`config.mk`:
```
export PLATFORM = sky130hd
export DESIGN_NAME = pixel_input_capture_deskew
export DESIGN_NICKNAME = d
export VERILOG_FILES = /design/src/hdl/pixel_capture_pkg.sv /design/src/hdl/sample_delay_line.sv /design/src/hdl/pixel_input_capture_deskew.sv
export VERILOG_INCLUDE_DIRS = /design/src /design/src/hdl
export SDC_FILE = /design/constraint.sdc
export NUM_CORES = 1
export LEC_CHECK = 0
export ABC_AREA = 1
export BUFFER_PORTS_ARGS = -buffer_cell sky130_fd_sc_hd__buf_2
export CELL_PAD_IN_SITES_DETAIL_PLACEMENT = 1
export CELL_PAD_IN_SITES_GLOBAL_PLACEMENT = 1
export CORE_ASPECT_RATIO = 1.1
export CORE_MARGIN = 2
export CORE_UTILIZATION = 37
export DETAILED_ROUTE_END_ITERATION = 7
export PLACE_DENSITY_LB_ADDON = 0.1
export SETUP_SLACK_MARGIN = 0.5
export SLEW_MARGIN = 30
export SYNTH_ARGS = -nofsm -noshare
export SYNTH_HDL_FRONTEND = slang
export SYNTH_HIERARCHICAL = 1
export SYNTH_SLANG_ARGS = --single-unit
```
`constraint.sdc`:
```
create_clock -name clk -period 1.8 [get_ports clk]
set_clock_uncertainty 0.05 [all_clocks]
set_input_delay 0.18 -clock clk [delete_from_list [all_inputs] [get_ports clk]]
set_output_delay 0.18 -clock clk [all_outputs]
set_load 0.005 [all_outputs]
```
`src/hdl/pixel_capture_cfg.svh`:
```
`ifndef PIXEL_CAPTURE_CFG_SVH
`define PIXEL_CAPTURE_CFG_SVH

// Register byte offsets.
`define CFG_CONTROL_OFFSET      12'h000
`define CFG_DESKEW_OFFSET       12'h004
`define CFG_STATUS_OFFSET       12'h008
`define CFG_PIXEL_OFFSET        12'h00c
`define CFG_ADDR_BITS           12

// Control register fields.
`define CFG_CTRL_BUS_WIDTH_BIT  0
`define CFG_CTRL_STYLE_BIT      1
`define CFG_CTRL_EDGE_BIT       2
`define CFG_CTRL_RESET          3'h0

// De-skew register fields.
`define CFG_DK_ENABLE_BIT       3
`define CFG_DK_CODE_LSB         0
`define CFG_DK_RESET            4'h0

// Step code zero point and default step used when de-skew is disabled.
`define CFG_DK_CENTER           3'h4
`define CFG_DK_DEFAULT_CODE     3'h4

// De-skew increment: one sample of the local clock, expressed in ns.
`define CFG_DK_STEP_NS          4
`define CFG_CLK_PERIOD_NS       4
`define CFG_DK_STEP_CYCLES      ((`CFG_DK_STEP_NS + `CFG_CLK_PERIOD_NS - 1) / `CFG_CLK_PERIOD_NS)

// Depth of the sample history line; holds the centre tap, four steps early and three late.
`define CFG_HISTORY_DEPTH       8

`endif

```
`src/hdl/pixel_capture_pkg.sv`:
```
package pixel_capture_pkg;

    typedef enum logic [2:0] {
        HALF_IDLE = 3'b001,
        HALF_LOW  = 3'b010,
        HALF_HIGH = 3'b100
    } half_state_type;

    typedef enum logic [1:0] {
        AHB_IDLE   = 2'b00,
        AHB_NONSEQ = 2'b10
    } ahb_trans_type;

endpackage

```
`src/hdl/sample_delay_line.sv`:
```
`timescale 1ns/1ps
`default_nettype none

// Shift line of past input samples; any tap can be picked each cycle.
module sample_delay_line #(
    parameter int WIDTH = 27,
    parameter int DEPTH = 8
) (
    input  wire logic                     clk,
    input  wire logic                     reset_n,
    input  wire logic [WIDTH-1:0]         sample_in,
    input  wire logic [$clog2(DEPTH)-1:0] tap_select,
    output logic      [WIDTH-1:0]         tap_out
);

    logic [WIDTH-1:0] line_reg  [DEPTH];
    logic [WIDTH-1:0] line_next [DEPTH];

    always_comb begin
        line_next[0] = sample_in;
        for (int i = 1; i < DEPTH; i++) begin
            line_next[i] = line_reg[i-1];
        end
    end

    always_ff @(posedge clk) begin
        for (int i = 0; i < DEPTH; i++) begin
            if (!reset_n) begin
                line_reg[i] <= '0;
            end else begin
                line_reg[i] <= line_next[i];
            end
        end
    end

    assign tap_out = line_reg[tap_select];

endmodule

`default_nettype wire

```
`src/hdl/pixel_input_capture_deskew.sv`:
```
// Design decisions made here: the AHB-Lite interface to the registers and the register addresses.
`timescale 1ns/1ps
`default_nettype none
`include "pixel_capture_cfg.svh"

module pixel_input_capture_deskew (
    input  wire logic        clk,
    input  wire logic        reset_n,
    // AHB-Lite slave.
    input  wire logic        hsel,
    input  wire logic [31:0] haddr,
    input  wire logic [1:0]  htrans,
    input  wire logic        hwrite,
    input  wire logic [2:0]  hsize,
    input  wire logic        hready,
    input  wire logic [31:0] hwdata,
    output logic      [31:0] hrdata,
    output logic             hreadyout,
    output logic             hresp,
    // Configuration straps and host port select.
    input  wire logic        host_port_select,
    input  wire logic        low_swing,
    input  wire logic        strap_bus_width_select,
    input  wire logic        strap_clock_input_style_select,
    input  wire logic        strap_latch_edge_select,
    input  wire logic        strap_deskew_enable,
    input  wire logic [2:0]  strap_deskew_step_code,
    // Pixel link.
    input  wire logic        pixel_input_clock,
    input  wire logic [23:0] pixel_data,
    input  wire logic        active_video_flag,
    input  wire logic        hsync,
    input  wire logic        vsync,
    // Captured pixel output.
    output logic      [7:0]  red,
    output logic      [7:0]  green,
    output logic      [7:0]  blue,
    output logic             pixel_active_video,
    output logic             pixel_hsync,
    output logic             pixel_vsync,
    output logic             pixel_valid,
    output logic             clock_differential
);

    localparam int HIST_DEPTH = `CFG_HISTORY_DEPTH;
    localparam int TAP_BITS   = $clog2(HIST_DEPTH);
    localparam int LINK_WIDTH = 27;

    // =====================================================================
    // Pin synchronisers
    // =====================================================================
    // Every link and strap pin is outside the clk domain; two flops before any logic.
    logic [LINK_WIDTH:0] link_meta_reg;
    logic [LINK_WIDTH:0] link_sync_reg;
    logic [10:0]         strap_meta_reg;
    logic [10:0]         strap_sync_reg;
    logic [LINK_WIDTH:0] link_pins;
    logic [10:0]         strap_pins;

    assign link_pins  = {pixel_input_clock, vsync, hsync, active_video_flag, pixel_data};
    assign strap_pins = {host_port_select, low_swing, strap_bus_width_select,
                         strap_clock_input_style_select, strap_latch_edge_select,
                         strap_deskew_enable, strap_deskew_step_code, 2'h0};

    always_ff @(posedge clk) begin
        if (!reset_n) begin
            link_meta_reg  <= '0;
            link_sync_reg  <= '0;
            strap_meta_reg <= '0;
            strap_sync_reg <= '0;
        end else begin
            link_meta_reg  <= link_pins;
            link_sync_reg  <= link_meta_reg;
            strap_meta_reg <= strap_pins;
            strap_sync_reg <= strap_meta_reg;
        end
    end

    logic       host_sel;
    logic       low_swing_s;
    logic       clk_level;
    logic [26:0] link_sample;

    assign host_sel    = strap_sync_reg[10];
    assign low_swing_s = strap_sync_reg[9];
    assign clk_level   = link_sync_reg[LINK_WIDTH];
    assign link_sample = link_sync_reg[LINK_WIDTH-1:0];

    // =====================================================================
    // AHB-Lite register slave
    // =====================================================================
    logic [2:0]  control_reg;
    logic [2:0]  control_next;
    logic [3:0]  deskew_reg;
    logic [3:0]  deskew_next;
    logic        wr_pend_reg;
    logic        wr_pend_next;
    logic [`CFG_ADDR_BITS-1:0] wr_addr_reg;
    logic [`CFG_ADDR_BITS-1:0] wr_addr_next;
    logic [31:0] hrdata_reg;
    logic [31:0] hrdata_next;
    logic        addr_phase;
    logic [31:0] status_word;

    assign addr_phase = hsel && hready && (htrans == pixel_capture_pkg::AHB_NONSEQ);

    always_comb begin
        control_next = control_reg;
        deskew_next  = deskew_reg;
        wr_pend_next = addr_phase && hwrite;
        wr_addr_next = addr_phase ? haddr[`CFG_ADDR_BITS-1:0] : wr_addr_reg;
        hrdata_next  = hrdata_reg;
        if (wr_pend_reg) begin
            case (wr_addr_reg)
                `CFG_CONTROL_OFFSET: control_next = hwdata[2:0];
                `CFG_DESKEW_OFFSET:  deskew_next  = hwdata[3:0];
                default: ;
            endcase
        end
        if (addr_phase && !hwrite) begin
            case (haddr[`CFG_ADDR_BITS-1:0])
                `CFG_CONTROL_OFFSET: hrdata_next = {29'h0, control_reg};
                `CFG_DESKEW_OFFSET:  hrdata_next = {28'h0, deskew_reg};
                `CFG_STATUS_OFFSET:  hrdata_next = status_word;
                `CFG_PIXEL_OFFSET:   hrdata_next = {8'h0, red, green, blue};
                default:             hrdata_next = 32'h0;
            endcase
        end
    end

    always_ff @(posedge clk) begin
        if (!reset_n) begin
            control_reg <= `CFG_CTRL_RESET;
            deskew_reg  <= `CFG_DK_RESET;
            wr_pend_reg <= 1'b0;
            wr_addr_reg <= '0;
            hrdata_reg  <= 32'h0;
        end else begin
            control_reg <= control_next;
            deskew_reg  <= deskew_next;
            wr_pend_reg <= wr_pend_next;
            wr_addr_reg <= wr_addr_next;
            hrdata_reg  <= hrdata_next;
        end
    end

    // Zero wait states; every access completes OKAY.
    assign hreadyout = 1'b1;
    assign hresp     = 1'b0;
    assign hrdata    = hrdata_reg;

    // =====================================================================
    // Mode selection
    // =====================================================================
    logic       bus_width_select;
    logic       clock_input_style_select;
    logic       latch_edge_select;
    logic       deskew_enable;
    logic [2:0] deskew_step_code;
    logic       diff_mode;

    always_comb begin
        if (host_sel) begin
            bus_width_select         = control_reg[`CFG_CTRL_BUS_WIDTH_BIT];
            clock_input_style_select = control_reg[`CFG_CTRL_STYLE_BIT];
            latch_edge_select        = control_reg[`CFG_CTRL_EDGE_BIT];
        end else begin
            bus_width_select         = strap_sync_reg[8];
            clock_input_style_select = strap_sync_reg[7];
            latch_edge_select        = strap_sync_reg[6];
        end
        if (host_sel) begin
            deskew_enable    = deskew_reg[`CFG_DK_ENABLE_BIT];
            deskew_step_code = deskew_reg[2:0];
        end else begin
            deskew_enable    = strap_sync_reg[5];
            deskew_step_code = strap_sync_reg[4:2];
        end
        // clock style decode; high swing forces single-ended.
        diff_mode = low_swing_s && (clock_input_style_select ^ ~bus_width_select);
    end

    assign clock_differential = diff_mode;
    assign status_word = {25'h0, pixel_valid, diff_mode, low_swing_s, host_sel,
                          latch_edge_select, bus_width_select, deskew_enable};

    // =====================================================================
    // Edge detection and de-skew
    // =====================================================================
    // the clock only feeds edge detection and never passes through the history line.
    // Edges are acted on three samples late, so the history line already holds
    // data from after the edge; code 4 then picks the last sample before it.
    logic [3:0] clk_pipe_reg;
    logic       rise_evt;
    logic       fall_evt;

    always_ff @(posedge clk) begin
        if (!reset_n) begin
            clk_pipe_reg <= 4'h0;
        end else begin
            clk_pipe_reg <= {clk_pipe_reg[2:0], clk_level};
        end
    end

    assign rise_evt = clk_pipe_reg[2] && !clk_pipe_reg[3];
    assign fall_evt = !clk_pipe_reg[2] && clk_pipe_reg[3];

    // The late edge lets early and late shifts both stay causal.
    logic [2:0]          applied_code;
    logic [TAP_BITS-1:0] tap_select;
    logic [26:0]         deskewed_sample;

    assign applied_code = deskew_enable ? deskew_step_code : `CFG_DK_DEFAULT_CODE;
    // tap = centre minus (code - 4) steps; code 0 earliest.
    assign tap_select = TAP_BITS'((7 - int'(applied_code)) * `CFG_DK_STEP_CYCLES);

    // data and controls share the same shifted sampler.
    sample_delay_line #(
        .WIDTH (LINK_WIDTH),
        .DEPTH (HIST_DEPTH)
    ) u_history (
        .clk        (clk),
        .reset_n    (reset_n),
        .sample_in  (link_sample),
        .tap_select (tap_select),
        .tap_out    (deskewed_sample)
    );

    // =====================================================================
    // Capture and pixel assembly
    // =====================================================================
    logic primary_evt;
    logic second_evt;

    assign primary_evt = latch_edge_select ? rise_evt : fall_evt;
    assign second_evt  = latch_edge_select ? fall_evt : rise_evt;

    pixel_capture_pkg::half_state_type half_reg;
    pixel_capture_pkg::half_state_type half_next;
    logic [14:0] low_half_reg;
    logic [14:0] low_half_next;
    logic [23:0] rgb_reg;
    logic [23:0] rgb_next;
    logic [2:0]  ctl_reg;
    logic [2:0]  ctl_next;
    logic        valid_reg;
    logic        valid_next;

    always_comb begin
        half_next     = half_reg;
        low_half_next = low_half_reg;
        rgb_next      = rgb_reg;
        ctl_next      = ctl_reg;
        valid_next    = 1'b0;
        // both bus widths work with either latch edge, so all four width/edge pairings exist.
        if (bus_width_select) begin
            half_next = pixel_capture_pkg::HALF_IDLE;
            if (primary_evt) begin
                rgb_next   = deskewed_sample[23:0];
                ctl_next   = deskewed_sample[26:24];
                valid_next = 1'b1;
            end
        end else begin
            case (half_reg)
                pixel_capture_pkg::HALF_IDLE,
                pixel_capture_pkg::HALF_HIGH: begin
                    // low half on primary edge
                    // Controls wait with the low half, so outputs only change with valid.
                    if (primary_evt) begin
                        low_half_next = {deskewed_sample[26:24], deskewed_sample[11:0]};
                        half_next     = pixel_capture_pkg::HALF_LOW;
                    end
                end
                pixel_capture_pkg::HALF_LOW: begin
                    if (second_evt) begin
                        // red, green, blue from the two halves
                        rgb_next   = {deskewed_sample[11:0], low_half_reg[11:0]};
                        ctl_next   = low_half_reg[14:12];
                        valid_next = 1'b1;
                        half_next  = pixel_capture_pkg::HALF_HIGH;
                    end
                end
                default: half_next = pixel_capture_pkg::HALF_IDLE;
            endcase
        end
    end

    always_ff @(posedge clk) begin
        if (!reset_n) begin
            half_reg     <= pixel_capture_pkg::HALF_IDLE;
            low_half_reg <= 15'h0000;
            rgb_reg      <= 24'h000000;
            ctl_reg      <= 3'h0;
            valid_reg    <= 1'b0;
        end else begin
            half_reg     <= half_next;
            low_half_reg <= low_half_next;
            rgb_reg      <= rgb_next;
            ctl_reg      <= ctl_next;
            valid_reg    <= valid_next;
        end
    end

    assign red                = rgb_reg[23:16];
    assign green              = rgb_reg[15:8];
    assign blue               = rgb_reg[7:0];
    assign pixel_active_video = ctl_reg[0];
    assign pixel_hsync        = ctl_reg[1];
    assign pixel_vsync        = ctl_reg[2];
    assign pixel_valid        = valid_reg;

endmodule

`default_nettype wire

```
# After elaboration in Yosys (flattened, before gate mapping)

Memory sizes are Yosys's and may differ from the RTL's.
Cells that the tools add are included.

Word-level logic and storage cells: 95
Bits in writable memories: 216
Bits of input ports: 111
Output and inout port bits: 63
Memories kept: 1
Bits in registers: 180

Bitwise operators: 11
Add/subtract/negate cells: 1
Reduce and logical (&&, ||, !) cells: 21
Equal/unequal tests: 11
Multiplexer cells: 34

Memories:

| name               | words | width | rd ports | clocked after memory_dff | wr ports | RTL line                | text |
|---|---|---|---|---|---|---|---|
| u_history.line_reg | 8     | 27    | 8        | 0                        | 8        | sample_delay_line.sv:16 | `logic [WIDTH-1:0] line_reg [DEPTH];` |

Operator list:

| operator            | number |
|---|---|
| $mux 27             | 8 |
| $mux 24             | 4 |
| $pmux 24 s4         | 1 |
| $eq 12x3->1 const B | 2 |
| $eq 12x4->1 const B | 2 |
| $logic_not 12->1    | 2 |
| $mux 3              | 8 |
| $mux 1              | 12 |
| $or 1x1->1          | 8 |
| $logic_and 1x1->1   | 7 |
| $pmux 3 s2          | 1 |
| $reduce_and 2->1    | 3 |
| $reduce_and 3->1    | 2 |
| $ne 2x2->1 const B  | 2 |
| $reduce_bool 2->1   | 2 |
| $reduce_or 2->1     | 2 |
| $eq 3x1->1 const B  | 1 |
| $eq 3x2->1 const B  | 1 |
| $eq 3x3->1 const B  | 1 |
| $logic_not 1->1     | 3 |
| $sub 3x3->3 const A | 1 |
| $eq 2x2->1 const B  | 1 |
| $ne 2x1->1 const B  | 1 |
| $not 1->1           | 2 |
| $xor 1x1->1         | 1 |

# Longest topological paths before layout

An unclocked memory read counts as a cell.

Depth after elaboration: 7
Mapped depth: 18
Mapped depth without buffers: 14

# Modules after synthesis

Netlist, hierarchy kept.

Modules (own cells, without submodules):

| module                     | cells each | area an instance (um^2) | instances |
|---|---|---|---|
| sample_delay_line          | 1,389      | 8,951.1                 | 1 |
| pixel_input_capture_deskew | 855        | 6,322.3                 | 1 |

# Worst setup path before layout

Ideal clock, no wire load.

Path kind: reg-to-reg
From: register strap_sync_reg[10]
To: register rgb_reg[10]
Buffers on the path: 3
Data arrival time: 1.759 ns
Path slack: -0.125 ns
Stages on the path, launching flop included: 16
Cells stage by stage: dfxtp_1 > buf_6 > inv_4 > nand2_1 > nand2_1 > nand2_1 > a21oi_1 > buf_2 > clkinv_1 > clkbuf_1 > nand2_1 > nand2_1 > nand2_1 > nand2_1 > nor2_1 > nor2_1

Cells in the longest elaborated chain, start to end: 6
Elaborated cells between the ends (all ways): 15

Ends and longest elaborated chain:

| what                                    | RTL line                          | text |
|---|---|---|
| from (decl)                             | pixel_input_capture_deskew.sv:56  | `logic [10:0] strap_sync_reg;` |
| from (signal assigned)                  | pixel_input_capture_deskew.sv:75  | `strap_sync_reg <= strap_meta_reg;` |
| $mux 3 / $mux 1 (equally long branches) | pixel_input_capture_deskew.sv:172 | `if (host_sel) begin` |
| $mux 3 (no source line) *               | -                                 |  |
| $sub 3x3->3 *                           | pixel_input_capture_deskew.sv:215 | `` assign tap_select = TAP_BITS'((7 - int'(applied_code)) * `CFG_DK_STEP_CYCLES); `` |
| via tap_select[2]                       | pixel_input_capture_deskew.sv:210 | `logic [TAP_BITS-1:0] tap_select;` |
| $mem_v2 8x27 *                          | -                                 |  |
| via deskewed_sample[10]                 | pixel_input_capture_deskew.sv:211 | `logic [26:0] deskewed_sample;` |
| $mux 24 *                               | pixel_input_capture_deskew.sv:258 | `if (primary_evt) begin` |
| $mux 24 *                               | pixel_input_capture_deskew.sv:256 | `if (bus_width_select) begin` |
| to (signal assigned)                    | pixel_input_capture_deskew.sv:298 | `rgb_reg <= rgb_next;` |
| to (decl)                               | pixel_input_capture_deskew.sv:242 | `logic [23:0] rgb_reg;` |

Mark *: on every way through the listed nets, which the timed path passes. The rest lies on a longest branch. The select of a mux whose other input is x is not followed.
A chain may end at the register's enable or synchronous reset.

# Worst setup path after layout

From: register strap_sync_reg[10]
To: register rgb_reg[18]

Cells in the longest elaborated chain, start to end: 7
Elaborated cells between the ends (all ways): 17

Ends and longest elaborated chain:

| what                                    | RTL line                          | text |
|---|---|---|
| $mux 3 / $mux 1 (equally long branches) | pixel_input_capture_deskew.sv:172 |  |
| $mux 3 (no source line) *               | -                                 |  |
| $sub 3x3->3 *                           | pixel_input_capture_deskew.sv:215 |  |
| via tap_select[0]                       | pixel_input_capture_deskew.sv:210 |  |
| $mem_v2 8x27 *                          | -                                 |  |
| via deskewed_sample[6]                  | pixel_input_capture_deskew.sv:211 |  |
| $mux 24 *                               | pixel_input_capture_deskew.sv:275 | `if (second_evt) begin` |
| $mux 24 *                               | pixel_input_capture_deskew.sv:264 | `case (half_reg)` |
| $mux 24 *                               | pixel_input_capture_deskew.sv:256 |  |

Marked as above.

==> metrics.md <==
| Metric | Value |
|---|---|
| DRC | `0` |
| Number of global-route vias before repair | `14,063` |
| Synth Area per Inst | `6.806 µm²` |
| Nets | `2,588` |
| Cell area after synthesis | `15,270 µm²` |
| Total wire length | `45,160 µm` |
| Leakage | `11.13 nW` |
| Mux contribution to synthesized area | `0` |
| WL per Instance | `14.91 µm` |
| Final Instance Area | `20,470 µm²` |
| FF-to-FF path depth | `15` |
| Synth Area in Simple Gates | `0.2944` |
| Tot Pwr | `18.51 mW` |
| CTS clk-pin slew, worst paths | `0.06 ns` |
| Vias | `13,376` |
| Pre-CTS setup slack | `-0.3994 ns` |
| Die boundary width | `197.7 µm` |
| Fillcell total | `5,096` |
| Register Area | `7754 µm²` |
| VDD IR max | `683.2 µV` |
| Cells after Synth | `2,244` |
| CP Capture Type | `flip-flop` |
| Yosys warning count | `6` |
| Largest buffer count on any clock path | `3` |
| Fin. max-slew vios | `0` |
| Yosys reg bits | `384` |
| Failing checks | `negative setup slack` |
| Adder-cell share of the synthesized area | `0` |
| Cell row count | `78` |
| Global-route wire length before repair | `73,200 µm` |
| Worst r2r src | `strap_sync_reg[10]` |
| Later-pin clock latency in the skew report | `0.57 ns` |
| Via density | `4.417` |
| R2r setup slk | `-0.12 ns` |
| Pwr dens | `904.1 nW/µm²` |
| CP max FO | `6` |
| CP Capture Point | `rgb_reg[18]` |
| Total negative slack | `-2.121 ns` |
| Clock Sinks | `384` |
| Final RePlAce weighted congestion | `0.7522` |
| Commonest non-fill, non-tap cell in the layout | `nand2_1` |
| Post-synthesis xor/xnor area fraction | `0` |
| Post-synth top area cell | `dfxtp_1` |
| RSZ-0062 raised after global routing | `true` |
| Chip height | `217.1 µm` |
| Critical path type | `flip-flop to flip-flop` |
| Max_slew headroom | `0.6234` |
| CP required | `2.21 ns` |
| Area grow syn2layout | `34.04%` |
| Setup ws final | `-0.1235 ns` |
| H-tree levels | `2` |
| ANT nets after route | `0` |
| CTS tree | `yes` |
| Reg2reg end | `rgb_reg[18]` |
| Num CTS Buffers | `42` |
| Final core occ | `0.4995` |
| Top-area cell type share of the netlist area | `0.5033` |
| Synth Area in Compound Gates | `0.02884` |
| Pre-Repair DR Iteration Count | `4` |
| Total grt overflow | `0` |
| Diodes inserted | `0` |
| Largest net degree at the start of global routing | `124` |
| Slew @ Worst Pin | `0.5649 ns` |
| Synth area leaders | `dfxtp_1 50%, nand2_1 21%, inv_1 13%` |
| Worst setup path startpoint | `strap_sync_reg[10]` |
| IO Count | `174` |
| Most frequent cells in the layout | `721 x nand2_1, 529 x inv_1, 353 x dfxtp_1` |
| Largest register FFs | `216` |
| Core Footprint | `40,990 µm²` |
| Worst hold path class | `input port to flip-flop` |
| Max Fclk | `0.5199 GHz` |
| Outcome | `finished, violations left` |
| DP Area | `16,750 µm²` |
| Register area share after synthesis | `0.5033` |
| Largest family of logic cells by synthesized area | `simple AND/OR/NAND/NOR gates` |
| Starting density of the core | `0.3726` |
| Final period utilization | `1.069` |
| Share of layout cells above drive strength 1 | `0.2253` |
| Initial antenna violation count | `1` |
| Setup violations, final | `34` |
| Min Tclk post-route | `1.923 ns` |
| Initial DRC count | `480` |
| Total track usage | `0.2161` |
| Area of the multi-input gates | `5789 µm²` |
| Port Buffer Count | `112` |
| Die area | `42,920 µm²` |
| Setup crit start kind | `flip-flop` |
| Final hold vios | `0` |
| Root buffer cell | `clkbuf_16` |
| Max Cap Viol | `0` |
| Post-synth cell types | `30` |
| Dpl hpwl | `27,730 µm` |
| Crit path DAT | `2.33 ns` |
area by class of cell:
| class | count | area share |
|---|---|---|
| clock buffers | 61 | 0.06087 |
| multi-input cells | 1219 | 0.2828 |
| inverters | 538 | 0.1005 |
| repair buffers | 292 | 0.1370 |
| well taps | 520 | 0.03178 |
| clock inverters | 14 | 0.008373 |
| flip-flops and latches | 384 | 0.3787 |
synth_stat cells:
| cell | number |
|---|---|
| clkbuf_1 | 38 |
| nand2_4 | 5 |
| o21ai_0 | 29 |
| conb_1 | 2 |
| nor2_2 | 2 |
| buf_2 | 44 |
| buf_1 | 1 |
| nor3_1 | 3 |
| o211ai_1 | 1 |
| inv_1 | 530 |
| and2_1 | 1 |
| nor2_4 | 2 |
| inv_4 | 3 |
| nand4_1 | 1 |
| buf_4 | 18 |
| inv_2 | 4 |
| buf_6 | 10 |
| nor4_1 | 1 |
| nand2_1 | 857 |
| nand3_1 | 133 |
| nor2_1 | 110 |
| nand3_4 | 1 |
| o21ai_1 | 10 |
| clkinv_1 | 1 |
| o21ai_2 | 2 |
| nand3_2 | 4 |
| nand2_2 | 2 |
| or2_2 | 1 |
| dfxtp_1 | 384 |
| a21oi_1 | 44 |
metrics by stage:
stage,std cells,hold WS (ns)
2_1_floorplan,2252,0.2276
3_3_place_gp,2849,0.3142
3_5_place_dp,2849,0.3173
4_1_cts,3018,0.0005730
5_1_grt,3028,0.05897
6_report,3028,0.02777
repair_timing:
item                                    CTS  global route
endpoints found under the hold margin    68             0
resized for setup                       241           111
buffers inserted                         30             8
endpoints found under the setup margin   78            91
pin swaps                               110            77
hold buffers                             55             0
gates cloned                              9             2
where the power goes:
part	internal (mW)	leakage, nW	total, mW	switching, mW
clock	5.26	0.685	8.87	3.60
sequential	8.63	3.13	8.71	0.0743
combinational	0.389	7.31	0.937	0.549
routing by layer:
metal | track usage | wire length, µm | up-vias
li1 | - | - | 6853
met3 | 0.02541 | 1101 | 67
met1 | 0.2661 | 20450 | 6305
met4 | 0.07870 | 1317 | 0
met2 | 0.3869 | 22290 | 151
met5 | 0 | 0 | -
critical path, stage by stage, from the launching register on:
cell and delay, ns:
dfxtp_4 0.41, inv_6 0.05, nand2_4 0.08, nand2_8 0.07, nand2_8 0.15, buf_12 0.17, clkbuf_16 0.16, nand2_2 0.06
nand3_2 0.07, nand2_1 0.07, nand2_1 0.09, nand2_2 0.10, nand2_4 0.09, nand2_1 0.05, nor2_1 0.08, nor2_1 0.05
logic make-up after synthesis:
| family | Yosys count |
|---|---|
| simple gates | 1123 |
| buf+inv | 649 |
| flops | 384 |
| compound gates | 86 |
| other cells | 2 |
worst min-delay path by stage:
| stage | start | to | cells past startpoint |
|---|---|---|---|
| 4_1_cts | htrans[1] | wr_pend_reg | 4 |
| 6_report | htrans[1] | wr_pend_reg | 4 |
| 5_1_grt | reset_n | low_half_reg[2] | 3 |
| 2_1_floorplan | pixel_data[0] | link_meta_reg[0] | 2 |
| 3_3_place_gp | strap_clock_input_style_select | strap_meta_reg[7] | 3 |
| 3_5_place_dp | hsync | link_meta_reg[25] | 3 |
(Power assumes the default switching activity.)
